`src/verilog/cable_power_pkg.sv`:
```
// Package for the cable-power switch control block.
// Assumes a 200 MHz clock and an AXI4-Lite register master.
package cable_power_pkg;

  // Clock and time base
  localparam int unsigned CLK_MHZ = 200;
  localparam int unsigned OCPH_DEB_NS = 5000;
  localparam int unsigned OCPH_DEB_CYC = (OCPH_DEB_NS * CLK_MHZ + 999) / 1000;
  localparam int unsigned OCPL_DEB_US = 400;
  localparam int unsigned SOFT_START_US = 500;
  localparam int unsigned STG_WINDOW_MS = 8;
  localparam int unsigned STG_WAIT_MS = 16;
  localparam int unsigned DISCHARGE_MS = 1;
  localparam int unsigned US_PER_MS = 1000;
  localparam int unsigned FAULTS_TO_RETRY = 3;

  // Register byte offsets
  localparam logic [7:0] CTRL_OFS = 8'h00;
  localparam logic [7:0] RETRY_OFS = 8'h04;
  localparam logic [7:0] STATUS_OFS = 8'h08;

  // Control register fields
  localparam int unsigned CTRL_EN_BIT = 0;
  localparam int unsigned CTRL_ORIENT_BIT = 1;
  localparam int unsigned CTRL_UVLVL_BIT = 2;
  localparam int unsigned CTRL_DETDIS_BIT = 3;
  localparam int unsigned CTRL_OCPL_LSB = 4;

  // Status register fields
  localparam int unsigned ST_PRESENT_BIT = 0;
  localparam int unsigned ST_REVOV_BIT = 1;
  localparam int unsigned ST_UV_BIT = 2;
  localparam int unsigned ST_OCP_BIT = 3;
  localparam int unsigned ST_SHIELD_BIT = 4;
  localparam int unsigned ST_ALERT_BIT = 5;
  localparam int unsigned ST_OCPN_LSB = 6;
  localparam int unsigned ST_UVN_LSB = 8;

  // Reset values
  localparam logic [3:0] OCPL_SEL_RST = 4'h0;
  localparam logic UVLVL_RST = 1'b0;
  localparam logic [7:0] RETRY_MS_RST = 8'h10;

  localparam logic [1:0] RESP_OKAY = 2'h0;
  localparam logic [1:0] RESP_SLVERR = 2'h2;

  typedef enum logic [3:0] {
    PH_OFF, PH_DISCH, PH_DIAG, PH_STG_WAIT, PH_SOFT, PH_ON, PH_UV_HOLD, PH_REVOV, PH_RETRY
  } phase_e;

  typedef struct packed {
    logic awvalid;
    logic [31:0] awaddr;
    logic wvalid;
    logic [31:0] wdata;
    logic [3:0] wstrb;
    logic bready;
    logic arvalid;
    logic [31:0] araddr;
    logic rready;
  } axil_req_s;

  typedef struct packed {
    logic awready;
    logic wready;
    logic bvalid;
    logic [1:0] bresp;
    logic arready;
    logic rvalid;
    logic [31:0] rdata;
    logic [1:0] rresp;
  } axil_rsp_s;

endpackage : cable_power_pkg
```
`src/verilog/cable_power_ctrl.sv`:
```
// Cable-power switch sequencing, fault handling and AXI4-Lite registers.
// Assumes analog comparator inputs synchronous to clk_i and a single clock.
//
// Contract
// - Low overcurrent threshold programmable, fault only after 400 us persistence.
// - Fixed high overcurrent threshold with 5 us debounce.
// - Enabled with valid supply: diag current, then soft-start if pin above ground.
// - Set cable_power_present once soft-start completes.
// - Every start checks short to ground for an 8 ms diagnostic window.
// - Short persists: diag off, wait fixed 16 ms, retry until cleared or disabled.
// - Reverse overvoltage opens switch, diag on, flag held while fault lasts.
// - After reverse overvoltage clears, restart after retry time if still enabled.
// - Overcurrent opens switch and retries; third consecutive fault asserts alert.
// - Autoretry counting applies only to overcurrent and undervoltage faults.
// - Third overcurrent latches fault bit and starts programmed retry timer.
// - Overcurrent retry expiry sets shield flag and restarts the fault counter.
// - Overcurrent latch cleared only by the host over the bus.
// - fault_detect_disable set stops overcurrent fault detection.
// - Undervoltage opens switch, diag on, normal startup once it is gone.
// - Third undervoltage starts retry timer; counter back to zero on expiry.
// - Undervoltage flag set on third fault and held while condition persists.
// - fault_detect_disable hides the undervoltage flag only; alert and actions stay.
// - Undervoltage level selects 4.65 V or 3.05 V, reset 3.05 V.
// - Disabling cable power discharges the selected pin for 1 ms.
`timescale 1ns/10ps
`default_nettype none
module cable_power_ctrl
  import cable_power_pkg::*;
#(
  parameter int unsigned US_TICK_CYCLES = CLK_MHZ,
  parameter int unsigned STG_WINDOW_US = STG_WINDOW_MS * US_PER_MS,
  parameter int unsigned STG_WAIT_US = STG_WAIT_MS * US_PER_MS,
  parameter int unsigned DISCHARGE_US = DISCHARGE_MS * US_PER_MS,
  parameter int unsigned SOFT_US = SOFT_START_US,
  parameter int unsigned OCPL_US = OCPL_DEB_US
) (
  input wire logic clk_i, // 200 MHz clock
  input wire logic rstn_i, // Synchronous reset, active low
  input wire axil_req_s axi_req_i, // AXI4-Lite master signals
  output axil_rsp_s axi_rsp_o, // AXI4-Lite slave signals
  input wire logic ocp_low_i, // Load above programmed low limit
  input wire logic ocp_high_i, // Load above fixed high limit
  input wire logic supply_uv_i, // Supply below selected level
  input wire logic rev_ov_i, // Reverse overvoltage on pin
  input wire logic pin_above_stg_i, // Selected pin above ground threshold
  output logic [1:0] switch_on_o, // Cable-power switch per pin
  output logic [1:0] diag_on_o, // Diagnostic current per pin
  output logic stg_comp_en_o, // Ground comparator enable
  output logic [1:0] discharge_o, // Discharge path per pin
  output logic [3:0] low_overcurrent_select_o, // Low limit, 50 mA steps
  output logic supply_undervoltage_level_o, // 1 = 4.65 V, 0 = 3.05 V
  output logic alert_n_o // Alert, active low
);

  typedef struct packed {
    phase_e ph;
    logic [17:0] tmr;
    logic [15:0] us_div;
    logic [8:0] ocpl_cnt;
    logic [9:0] ocph_cnt;
    logic [1:0] ocp_n;
    logic [1:0] uv_n;
    logic cause_ocp;
    logic en;
    logic orient;
    logic uvlvl;
    logic detdis;
    logic [3:0] ocpl_sel;
    logic [7:0] retry_ms;
    logic present;
    logic revov_flag;
    logic uv_flag;
    logic ocp_latch;
    logic shield;
    logic alert;
    logic [1:0] sw;
    logic [1:0] diag;
    logic stg_en;
    logic [1:0] dis;
    logic aw_got;
    logic [7:0] awaddr;
    logic w_got;
    logic [7:0] wdata;
    logic wstrb0;
    axil_rsp_s rsp;
  } state_s;

  localparam state_s STATE_RST = '{
    ph: PH_OFF, ocpl_sel: OCPL_SEL_RST, uvlvl: UVLVL_RST, retry_ms: RETRY_MS_RST,
    rsp: '{awready: 1'b1, wready: 1'b1, arready: 1'b1, default: '0},
    default: '0};

  state_s s_q;
  state_s s_d;

  always_comb
  begin
    logic tick;
    logic [17:0] tmr_next;
    logic active;
    logic ocph_hit;
    logic ocpl_hit;
    logic ocp_trip;
    logic wr_map;
    logic [7:0] wa;
    logic [7:0] ra;
    logic sel;
    phase_e nxt;
    tick = 1'b0;
    tmr_next = '0;
    active = 1'b0;
    ocph_hit = 1'b0;
    ocpl_hit = 1'b0;
    ocp_trip = 1'b0;
    wr_map = 1'b0;
    wa = '0;
    ra = '0;
    sel = 1'b0;
    nxt = s_q.ph;
    s_d = s_q;

    // Write channel: address and data taken in either order
    if (axi_req_i.awvalid && s_q.rsp.awready)
    begin
      s_d.aw_got = 1'b1;
      s_d.awaddr = axi_req_i.awaddr[7:0];
    end
    if (axi_req_i.wvalid && s_q.rsp.wready)
    begin
      s_d.w_got = 1'b1;
      s_d.wdata = axi_req_i.wdata[7:0];
      s_d.wstrb0 = axi_req_i.wstrb[0];
    end
    if (s_q.rsp.bvalid && axi_req_i.bready)
    begin
      s_d.rsp.bvalid = 1'b0;
    end
    if (s_q.aw_got && s_q.w_got && !s_q.rsp.bvalid)
    begin
      wa = s_q.awaddr;
      wr_map = (wa == CTRL_OFS) || (wa == RETRY_OFS) || (wa == STATUS_OFS);
      s_d.aw_got = 1'b0;
      s_d.w_got = 1'b0;
      s_d.rsp.bvalid = 1'b1;
      s_d.rsp.bresp = wr_map ? RESP_OKAY : RESP_SLVERR;
      if (s_q.wstrb0 && wa == CTRL_OFS)
      begin
        s_d.en = s_q.wdata[CTRL_EN_BIT];
        s_d.orient = s_q.wdata[CTRL_ORIENT_BIT];
        s_d.uvlvl = s_q.wdata[CTRL_UVLVL_BIT];
        s_d.detdis = s_q.wdata[CTRL_DETDIS_BIT];
        s_d.ocpl_sel = s_q.wdata[CTRL_OCPL_LSB +: 4];
      end
      if (s_q.wstrb0 && wa == RETRY_OFS)
      begin
        s_d.retry_ms = s_q.wdata;
      end
      if (s_q.wstrb0 && wa == STATUS_OFS)
      begin
        // Write one to clear; hardware sets below win
        if (s_q.wdata[ST_OCP_BIT])
        begin
          s_d.ocp_latch = 1'b0;
        end
        if (s_q.wdata[ST_SHIELD_BIT])
        begin
          s_d.shield = 1'b0;
        end
        if (s_q.wdata[ST_ALERT_BIT])
        begin
          s_d.alert = 1'b0;
        end
      end
    end
    s_d.rsp.awready = !s_d.aw_got && !s_d.rsp.bvalid;
    s_d.rsp.wready = !s_d.w_got && !s_d.rsp.bvalid;

    // Read channel
    if (s_q.rsp.rvalid && axi_req_i.rready)
    begin
      s_d.rsp.rvalid = 1'b0;
      s_d.rsp.arready = 1'b1;
    end
    if (axi_req_i.arvalid && s_q.rsp.arready)
    begin
      ra = axi_req_i.araddr[7:0];
      s_d.rsp.arready = 1'b0;
      s_d.rsp.rvalid = 1'b1;
      s_d.rsp.rresp = RESP_OKAY;
      s_d.rsp.rdata = '0;
      if (axi_req_i.araddr[31:8] != '0)
      begin
        s_d.rsp.rresp = RESP_SLVERR;
      end
      else if (ra == CTRL_OFS)
      begin
        s_d.rsp.rdata[7:0] = {s_q.ocpl_sel, s_q.detdis, s_q.uvlvl, s_q.orient, s_q.en};
      end
      else if (ra == RETRY_OFS)
      begin
        s_d.rsp.rdata[7:0] = s_q.retry_ms;
      end
      else if (ra == STATUS_OFS)
      begin
        s_d.rsp.rdata[ST_PRESENT_BIT] = s_q.present;
        s_d.rsp.rdata[ST_REVOV_BIT] = s_q.revov_flag;
        s_d.rsp.rdata[ST_UV_BIT] = s_q.uv_flag;
        s_d.rsp.rdata[ST_OCP_BIT] = s_q.ocp_latch;
        s_d.rsp.rdata[ST_SHIELD_BIT] = s_q.shield;
        s_d.rsp.rdata[ST_ALERT_BIT] = s_q.alert;
        s_d.rsp.rdata[ST_OCPN_LSB +: 2] = s_q.ocp_n;
        s_d.rsp.rdata[ST_UVN_LSB +: 2] = s_q.uv_n;
      end
      else
      begin
        s_d.rsp.rresp = RESP_SLVERR;
      end
    end

    // Microsecond tick from the clock divider
    tick = (s_q.us_div == 16'(US_TICK_CYCLES - 1));
    s_d.us_div = tick ? '0 : s_q.us_div + 16'h0001;
    tmr_next = tick ? s_q.tmr + 18'h00001 : s_q.tmr;

    // Overcurrent debounce while the switch is closed
    active = (s_q.ph == PH_SOFT) || (s_q.ph == PH_ON);
    // Counters hold at their limit, so a masked overload trips once unmasked
    ocph_hit = active && ocp_high_i && (s_q.ocph_cnt == 10'(OCPH_DEB_CYC - 1));
    s_d.ocph_cnt = (active && ocp_high_i) ? s_q.ocph_cnt + {9'h000, !ocph_hit} : '0;
    ocpl_hit = active && ocp_low_i && tick && (s_q.ocpl_cnt == 9'(OCPL_US - 1));
    s_d.ocpl_cnt = (active && ocp_low_i) ? s_q.ocpl_cnt +
      {8'h00, tick && (s_q.ocpl_cnt != 9'(OCPL_US - 1))} : '0;
    ocp_trip = !s_q.detdis && (ocph_hit || ocpl_hit);

    unique case (s_q.ph)
      PH_OFF:
      begin
        if (s_q.en && !supply_uv_i)
        begin
          nxt = PH_DIAG;
        end
      end
      PH_DISCH:
      begin
        if (tmr_next >= 18'(DISCHARGE_US))
        begin
          nxt = PH_OFF;
        end
      end
      PH_DIAG:
      begin
        if (pin_above_stg_i)
        begin
          nxt = PH_SOFT;
        end
        else if (tmr_next >= 18'(STG_WINDOW_US))
        begin
          nxt = PH_STG_WAIT;
        end
      end
      PH_STG_WAIT:
      begin
        if (tmr_next >= 18'(STG_WAIT_US))
        begin
          nxt = PH_DIAG;
        end
      end
      PH_SOFT, PH_ON:
      begin
        if (rev_ov_i)
        begin
          nxt = PH_REVOV;
        end
        else if (supply_uv_i)
        begin
          if (s_q.uv_n == 2'(FAULTS_TO_RETRY - 1))
          begin
            s_d.uv_n = s_q.uv_n + 2'h1;
            s_d.cause_ocp = 1'b0;
            s_d.alert = 1'b1;
            s_d.uv_flag = !s_q.detdis;
            nxt = PH_RETRY;
          end
          else
          begin
            s_d.uv_n = s_q.uv_n + 2'h1;
            nxt = PH_UV_HOLD;
          end
        end
        else if (ocp_trip)
        begin
          s_d.ocp_n = s_q.ocp_n + 2'h1;
          if (s_q.ocp_n == 2'(FAULTS_TO_RETRY - 1))
          begin
            s_d.ocp_latch = 1'b1;
            s_d.alert = 1'b1;
            s_d.cause_ocp = 1'b1;
            nxt = PH_RETRY;
          end
          else
          begin
            nxt = PH_DIAG;
          end
        end
        else if (s_q.ph == PH_SOFT && tmr_next >= 18'(SOFT_US))
        begin
          nxt = PH_ON;
        end
      end
      PH_UV_HOLD:
      begin
        if (!supply_uv_i)
        begin
          nxt = PH_DIAG;
        end
      end
      PH_REVOV:
      begin
        if (!rev_ov_i)
        begin
          s_d.cause_ocp = 1'b0;
          nxt = PH_RETRY;
        end
      end
      PH_RETRY:
      begin
        if (tmr_next >= 18'(32'(s_q.retry_ms) * US_PER_MS))
        begin
          if (s_q.cause_ocp)
          begin
            s_d.shield = 1'b1;
            s_d.ocp_n = '0;
          end
          else
          begin
            s_d.uv_n = '0;
          end
          nxt = PH_DIAG;
        end
      end
    endcase

    // Disable wins over any sequence
    if (!s_q.en && s_q.ph != PH_OFF && s_q.ph != PH_DISCH)
    begin
      nxt = PH_DISCH;
    end
    if (!s_q.en)
    begin
      s_d.ocp_n = '0;
      s_d.uv_n = '0;
    end

    s_d.ph = nxt;
    s_d.tmr = (nxt != s_q.ph) ? '0 : tmr_next;
    s_d.present = (nxt == PH_ON);
    s_d.revov_flag = (nxt == PH_REVOV);
    if (!supply_uv_i)
    begin
      s_d.uv_flag = 1'b0;
    end

    // Pin drive decode from the next phase
    sel = s_q.orient;
    s_d.sw = '0;
    s_d.diag = '0;
    s_d.dis = '0;
    s_d.sw[sel] = (nxt == PH_SOFT) || (nxt == PH_ON);
    s_d.diag[sel] = (nxt == PH_DIAG) || (nxt == PH_SOFT) || (nxt == PH_UV_HOLD) ||
      (nxt == PH_REVOV);
    s_d.stg_en = s_d.diag[sel];
    s_d.dis[sel] = (nxt == PH_DISCH);
  end

  always_ff @(posedge clk_i)
  begin
    if (!rstn_i)
    begin
      s_q <= STATE_RST;
    end
    else
    begin
      s_q <= s_d;
    end
  end

  assign axi_rsp_o = s_q.rsp;
  assign switch_on_o = s_q.sw;
  assign diag_on_o = s_q.diag;
  assign stg_comp_en_o = s_q.stg_en;
  assign discharge_o = s_q.dis;
  assign low_overcurrent_select_o = s_q.ocpl_sel;
  assign supply_undervoltage_level_o = s_q.uvlvl;
  assign alert_n_o = !s_q.alert;

  property p_disable_opens;
    @(posedge clk_i) disable iff (!rstn_i)
    (!s_q.en && s_q.ph == PH_ON) |=> (switch_on_o == 2'b00) && (discharge_o != 2'b00);
  endproperty
  a_disable_opens: assert property (p_disable_opens) else $error("switch not opened");

  property p_discharge_span;
    @(posedge clk_i) disable iff (!rstn_i)
    $rose(discharge_o != 2'b00) |-> (discharge_o != 2'b00) [*8];
  endproperty
  a_discharge_span: assert property (p_discharge_span) else $error("discharge too short");

  property p_present_after_soft;
    @(posedge clk_i) disable iff (!rstn_i)
    $rose(s_q.present) |-> $past(s_q.ph) == PH_SOFT;
  endproperty
  a_present_after_soft: assert property (p_present_after_soft) else $error("present early");

  property p_revov_opens;
    @(posedge clk_i) disable iff (!rstn_i)
    (s_q.en && rev_ov_i && s_q.ph == PH_ON) |=> (switch_on_o == 2'b00) && stg_comp_en_o &&
      s_q.revov_flag;
  endproperty
  a_revov_opens: assert property (p_revov_opens) else $error("reverse fault missed");

  property p_uv_flag_follows;
    @(posedge clk_i) disable iff (!rstn_i)
    (s_q.uv_flag && !supply_uv_i) |=> !s_q.uv_flag;
  endproperty
  a_uv_flag_follows: assert property (p_uv_flag_follows) else $error("uv flag stuck");

  property p_shield_from_ocp;
    @(posedge clk_i) disable iff (!rstn_i)
    $rose(s_q.shield) |-> $past(s_q.ph) == PH_RETRY && $past(s_q.cause_ocp) && s_q.ocp_n == 2'h0;
  endproperty
  a_shield_from_ocp: assert property (p_shield_from_ocp) else $error("bad shield set");

  property p_alert_third;
    @(posedge clk_i) disable iff (!rstn_i)
    $fell(alert_n_o) |-> s_q.ph == PH_RETRY && $past(s_q.ocp_n == 2'h2 || s_q.uv_n == 2'h2);
  endproperty
  a_alert_third: assert property (p_alert_third) else $error("alert not on third fault");

  property p_diag_window;
    @(posedge clk_i) disable iff (!rstn_i)
    (s_q.ph == PH_DIAG) |-> diag_on_o != 2'b00 && stg_comp_en_o && switch_on_o == 2'b00;
  endproperty
  a_diag_window: assert property (p_diag_window) else $error("diag state drive wrong");

  property p_stg_wait_quiet;
    @(posedge clk_i) disable iff (!rstn_i)
    (s_q.ph == PH_STG_WAIT) |-> diag_on_o == 2'b00 && switch_on_o == 2'b00;
  endproperty
  a_stg_wait_quiet: assert property (p_stg_wait_quiet) else $error("diag on during wait");

  property p_detdis_no_ocp;
    @(posedge clk_i) disable iff (!rstn_i)
    (s_q.detdis && s_q.ph == PH_ON && !supply_uv_i && !rev_ov_i && s_q.en) |=>
      s_q.ph == PH_ON && $stable(s_q.ocp_n);
  endproperty
  a_detdis_no_ocp: assert property (p_detdis_no_ocp) else $error("ocp seen while off");

endmodule : cable_power_ctrl
`default_nettype wire

```
`config.mk`:
```
export PLATFORM = sky130hd
export DESIGN_NAME = cable_power_ctrl
export DESIGN_NICKNAME = d
export VERILOG_FILES = /design/src/verilog/cable_power_pkg.sv /design/src/verilog/cable_power_ctrl.sv
export SDC_FILE = /design/constraint.sdc
export NUM_CORES = 1
export LEC_CHECK = 0
export BUFFER_PORTS_ARGS = -buffer_cell sky130_fd_sc_hd__buf_2
export CORE_UTILIZATION = 40
export CTS_CLUSTER_SIZE = 8
export DETAILED_ROUTE_END_ITERATION = 8
export MAX_ROUTING_LAYER = met4
export PLACE_DENSITY = 0.66
export REMOVE_ABC_BUFFERS = 1
export SLEW_MARGIN = 10
export SYNTH_ARGS = -nofsm -noshare
export SYNTH_HDL_FRONTEND = slang
export SYNTH_SLANG_ARGS = --single-unit
```
`constraint.sdc`:
```
create_clock -name clk_i -period 15.95 [get_ports clk_i]
set_clock_uncertainty 0.2 [all_clocks]
set_input_delay 3.9875 -clock clk_i [delete_from_list [all_inputs] [get_ports clk_i]]
set_output_delay 3.9875 -clock clk_i [all_outputs]
set_load 0.03 [all_outputs]
```
# [Word level (Yosys, flattened, before mapping)]
# Cells that the tools add are included.
[word_totals] output_inout_bits=54 reg_bits=129
[op_classes] muxes=73 add_sub_neg=6 reduce_logical=62 n_mul=1 bitwise=5 eq_ne=37 magnitude_cmp=7
[ops] cell="$mux W4" n=16
[ops] cell="$mux W36" n=1
[ops] cell="$eq A4 B3 Y1 const B" n=8
[ops] cell="$pmux W4 S8" n=1
[ops] cell="$mux W10" n=3
[ops] cell="$mux W1" n=28
[ops] cell="$mux W2" n=13
[ops] cell="$logic_and A1 B1 Y1" n=24
[ops] cell="$reduce_bool A24 Y1" n=1
[ops] cell="$add A18 B1 Y18 const B" n=1
[ops] cell="$ge A18 B10 Y1 const B" n=1
[ops] cell="$ge A18 B13 Y1 const B" n=1
[ops] cell="$ge A18 B14 Y1 const B" n=1
[ops] cell="$ge A18 B18 Y1" n=1
[ops] cell="$ge A18 B9 Y1 const B" n=1
[ops] cell="$mux W18" n=1
[ops] cell="$add A16 B1 Y16 const B" n=1
[ops] cell="$eq A16 B8 Y1 const B" n=1
[ops] cell="$eq A8 B3 Y1 const B" n=2
[ops] cell="$eq A8 B4 Y1 const B" n=2
[ops] cell="$logic_not A8 Y1" n=2
[ops] cell="$mux W8" n=2
[ops] cell="$ne A2 B2 Y1 const B" n=8
[ops] cell="$mul A8 B7 Y15 const B" n=1
[ops] cell="33 further kinds" n=70

# [Logic depth before layout (Yosys ltp)]
[logic_depth] depth_word=19 ltp_mapped=28 ltp_nobuf=26

# [Least setup slack after synthesis]
# Ideal clock, no wire load.
[synth_path] path_type="register -> register" from="reg s_q[74] (netlist name)" to="reg s_q[129] (netlist name)" n_path_buf=2 path_slack_ns=9.311 required_ns=15.678 t_arrival_ns=6.367 period_less_slack_ns=6.639 path_stages_with_launch=29 cell_sequence="dfxtp_1 -> fa_1 -> xor2_1 -> ha_1 -> fa_1 -> inv_1 -> fa_1 -> inv_1 -> ha_1 -> o21ai_0 -> a21boi_0 -> o21ai_0 -> a21oi_1 -> o21ai_0 -> a21oi_1 -> mux2_2 -> a2111oi_0 -> ha_1 -> nand2_1 -> o21ai_0 -> or2_2 -> nor4_1 -> a21oi_1 -> o21ai_0 -> o21a_1 -> buf_1 -> clkbuf_1 -> nand4b_1 -> mux2i_1"
[synth_between] elab_chain_len=7
[synth_rtl] element="from (decl)" line_no="cable_power_ctrl.sv:93" source="state_s s_q;"
[synth_rtl] element="from (signal assigned)" line_no="cable_power_ctrl.sv:379" source="s_q <= STATE_RST;"
[synth_rtl] element="from (signal assigned)" line_no="cable_power_ctrl.sv:383" source="s_q <= s_d;"
[synth_rtl] element="$mul A8 B7 Y15" line_no="cable_power_ctrl.sv:327" source="if (tmr_next >= 18'(32'(s_q.retry_ms) * US_PER_MS))"
[synth_rtl] element="$ge A18 B18 Y1" line_no="cable_power_ctrl.sv:327"
[synth_rtl] element="$mux W4" line_no="cable_power_ctrl.sv:327"
[synth_rtl] element="$pmux W4 S8" line_no="cable_power_ctrl.sv:235" source="unique case (s_q.ph)"
[synth_rtl] element="$mux W4" line_no="cable_power_ctrl.sv:344" source="if (!s_q.en && s_q.ph != PH_OFF && s_q.ph != PH_DISCH)"
[synth_rtl] element="$ne A4 B4 Y1" line_no="cable_power_ctrl.sv:355" source="s_d.tmr = (nxt != s_q.ph) ? '0 : tmr_next;"
[synth_rtl] element="$reduce_or A2 Y1 (no line)"
# Every way passes these cells.
# A chain may end at the register's enable or synchronous reset.

# [Worst setup path in the final report]
[layout_path] from="reg s_q[74] (netlist name)" to="reg s_q[143] (netlist name)"
# The elaborated chain is that of the path after synthesis.

==> impl_metrics.py <==
metrics = {
    "critical_path": {
        "crit_path_end_kind": "flip-flop",
        "r2r_start": "s_q[74]",
        "worst-r2r-cell-count": 26,
        "crit_path_frequent_cell": "o21ai_0",
        "rrSetupSlack_ns": 8.21,
        "crit_type": "reg2reg",
        "critPathLaunchType": "flip-flop",
        "cp_slowest_stage_delay_ns": 0.94,
        "path_max_fanout": 36,
        "crit_arrival_ns": 7.89,
        "r2r_end": "s_q[143]",
        "critPathSlowestCell": "o21a_1",
        "required_ns": 16.10,
    },
    "timing": {
        "whs_ns": 0.250,
        "setup_viol": 0,
        "final_hold_viol_count": 0,
        "drv_slew": 0,
        "tightest_slew_ns": 1.20,
        "setup_tns_ns": 0,
        "period_share": 0.485,
        "period_needed_ns": 7.74,
        "setup_ws_ns": 8.21,
        "maxSlewHeadroom": 0.203,
        "clock.fmax_mhz": 129,
        "grt_setup_unrepaired": "false",
    },
    "drt": {
        "vias_per_cell": 5.30,
        "first_pass_iters": 4,
        "drcViolationCount": 0,
        "wire_per_inst_um": 14.7,
        "drtIter0Drc": 417,
        "totalWireLength_mm": 20.4,
        "drtAntennaViolNets": 0,
        "num_vias": 7332,
    },
    "hold_path": {
        "hold-path-endpoint": "s_q[57]",
        "worstHoldPathType": "reg2reg",
        "worstHoldPathCells": 2,
        "min-delay-start": "s_q[57]",
    },
    "layout": {
        "nets": 1289,
        "multiInputGateArea_um2": 5450,
        "regArea_um2": 2540,
        "mostFrequentLayoutCell": "dfxtp_1",
        "num_antenna_cells": 0,
        "fill_cells": 2109,
        "synthToLayoutAreaGrowth_pct": 10.5,
        "final_cell_mix": "127 x dfxtp_1, 109 x nor2_1, 99 x nand2_1",
        "final_util": 0.456,
        "drive_above_1_share": 0.144,
    },
    "logic_synthesis": {
        "seq_area_frac_synth": 0.290,
        "synth.distinct_cells": 77,
        "ys_warn_count": 0,
        "ys_ff_latch": 127,
        "avgSynthCellArea_um2": 8.28,
        "async_flop_share": 0,
        "synthCells": 1058,
        "syn_area_um2": 8760,
        "synth-main-ff-cell": "dfxtp_1",
        "synth-edff-count": 0,
    },
    "global_route": {
        "grt_usage": 0.194,
        "grt_max_degree": 54,
        "grt_antenna_before_repair": 0,
        "overflow": 0,
        "grt_pass1_wl_mm": 33.7,
        "grt_pass1_vias": 6902,
    },
    "floorplan": {
        "initial_core_util": 0.413,
        "rows": 53,
        "die_area_um2": 22500,
        "boundaryPins": 166,
        "die_w_um": 150,
        "coreArea_um2": 21200,
        "dieHeight_um": 150,
    },
    "cts": {
        "cts-root-buf": "clkbuf_16",
        "cts_sinks": 127,
        "cts_buffer_depth": 2,
        "cts_buffers": 17,
        "cts_resized": 0,
        "cts_setup_buffers": 0,
        "clock_latency_ns": 0.43,
        "clk_pin_slew_ns": 0.06,
        "cts_hold_buf": 0,
        "cts_tree": "done",
        "htreeDepth": 4,
    },
    "place": {
        "hpwlAfterDp_mm": 15.2,
        "preCtsSetupSlack_ns": 8.20,
        "portBuffers": 90,
        "routabilityCongestion": 0.917,
    },
    "job": {
        "maxCapViolCount": 0,
    },
    "status": {
        "status": "complete, no violations",
    },
    "power_and_ir_drop": {
        "p_per_area_nw_per_um2": 87.3,
        "ir_drop_v": 0.0000687,
        "p_leak_uw": 0.00419,
    },
}
[cell families after synthesis]
family,share of synthesized area
simple gates,0.257
buf+inv,0.0974
compound gates,0.118
flops,0.290
fa+ha+maj,0.135
xor+xnor,0.0548
mux,0.0474
other cells,0.000428
[sequential cells by signal, indices dropped and copies added, names as in the netlist]
| signal | flops |
|---|---|
| low_overcurrent_select_o | 4 |
| diag_on_o | 2 |
| supply_undervoltage_level_o | 1 |
| discharge_o | 2 |
| switch_on_o | 2 |
| axi_rsp_o | 17 |
| s_q | 98 |
| stg_comp_en_o | 1 |
[Yosys cell counts (all sizes together), types with 3 or more instances]
master,count,share of area
dfxtp,127,0.29
or2,7,0.0050
nor4bb,3,0.0034
nand2b,10,0.0071
xor2,24,0.025
a21oi,70,0.040
fa,21,0.048
a41oi,3,0.0030
inv,63,0.027
a31oi,6,0.0043
a211o,3,0.0031
a211oi,3,0.0026
clkbuf,41,0.018
or3b,4,0.0040
o31ai,8,0.0069
nor4,26,0.021
a21o,6,0.0051
nor2b,8,0.0057
nor3,18,0.013
nor2,109,0.047
or3,5,0.0036
nand3,45,0.026
o21a,3,0.0026
nand4,28,0.020
a22oi,4,0.0034
or4,6,0.0060
and3,19,0.014
nor3b,6,0.0057
o21ai,25,0.014
xnor2,30,0.030
and2,6,0.0043
nand2,100,0.043
ha,61,0.087
nand4b,18,0.018
or4b,4,0.0046
o211ai,7,0.0060
buf,59,0.053
mux2i,40,0.046
[stage by stage]
stage | instances | total power, uW | cell area [um^2]
2_1_floorplan | 981 | 408 | 8230
3_3_place_gp | 1351 | 440 | 9060
3_5_place_dp | 1351 | 442 | 9060
4_1_cts | 1383 | 853 | 9680
5_1_grt | 1383 | 876 | 9680
6_report | 1383 | 846 | 9680
[power breakdown]
group	internal [uW]	total (uW)	switching, uW	leakage, uW
sequential	326	332	6.71	0.00103
clock	245	411	166	0.000307
combinational	34.0	102	68.1	0.00285
total	605	846	241	0.00419
[final cells by class]
cell class | instances | area share
inverters | 63 | 0.0244
clock buffers | 19 | 0.0468
flip-flops and latches | 127 | 0.263
well taps | 275 | 0.0355
clock inverters | 13 | 0.0172
multi-input cells | 791 | 0.563
repair buffers | 95 | 0.0504
[worst max-delay path, delay by kind of cell, from the launching register on]
kind                       cells  cell delay [ns]
and+or+nand+nor                4             0.86
buffers and inverters          2             0.09
adders and majority gates      6             2.46
AOI/OAI and AO/OA             11             2.77
DFF                            1             0.56
muxes                          2             0.52
xor gates and xnor gates       1             0.17
[worst max path at each step]
stage	start	to	slack [ns]
6_report	s_q[74]	s_q[143]	8.21
5_1_grt	s_q[74]	s_q[143]	7.56
4_1_cts	s_q[74]	s_q[133]	8.16
3_5_place_dp	s_q[74]	s_q[131]	8.20
3_3_place_gp	s_q[74]	s_q[135]	8.25
2_1_floorplan	s_q[74]	s_q[129]	8.98
[metal layers]
metal / vias to the layer above / routed length [um] / global-route usage
met4: 0 / 337 / 0.0566
met3: 24 / 989 / 0.0421
met1: 3392 / 9420 / 0.239
li1: 3716 / - / -
met5: - / 0 / -
met2: 200 / 9620 / 0.319
Note: power is estimated with default switching activity, not from simulation.
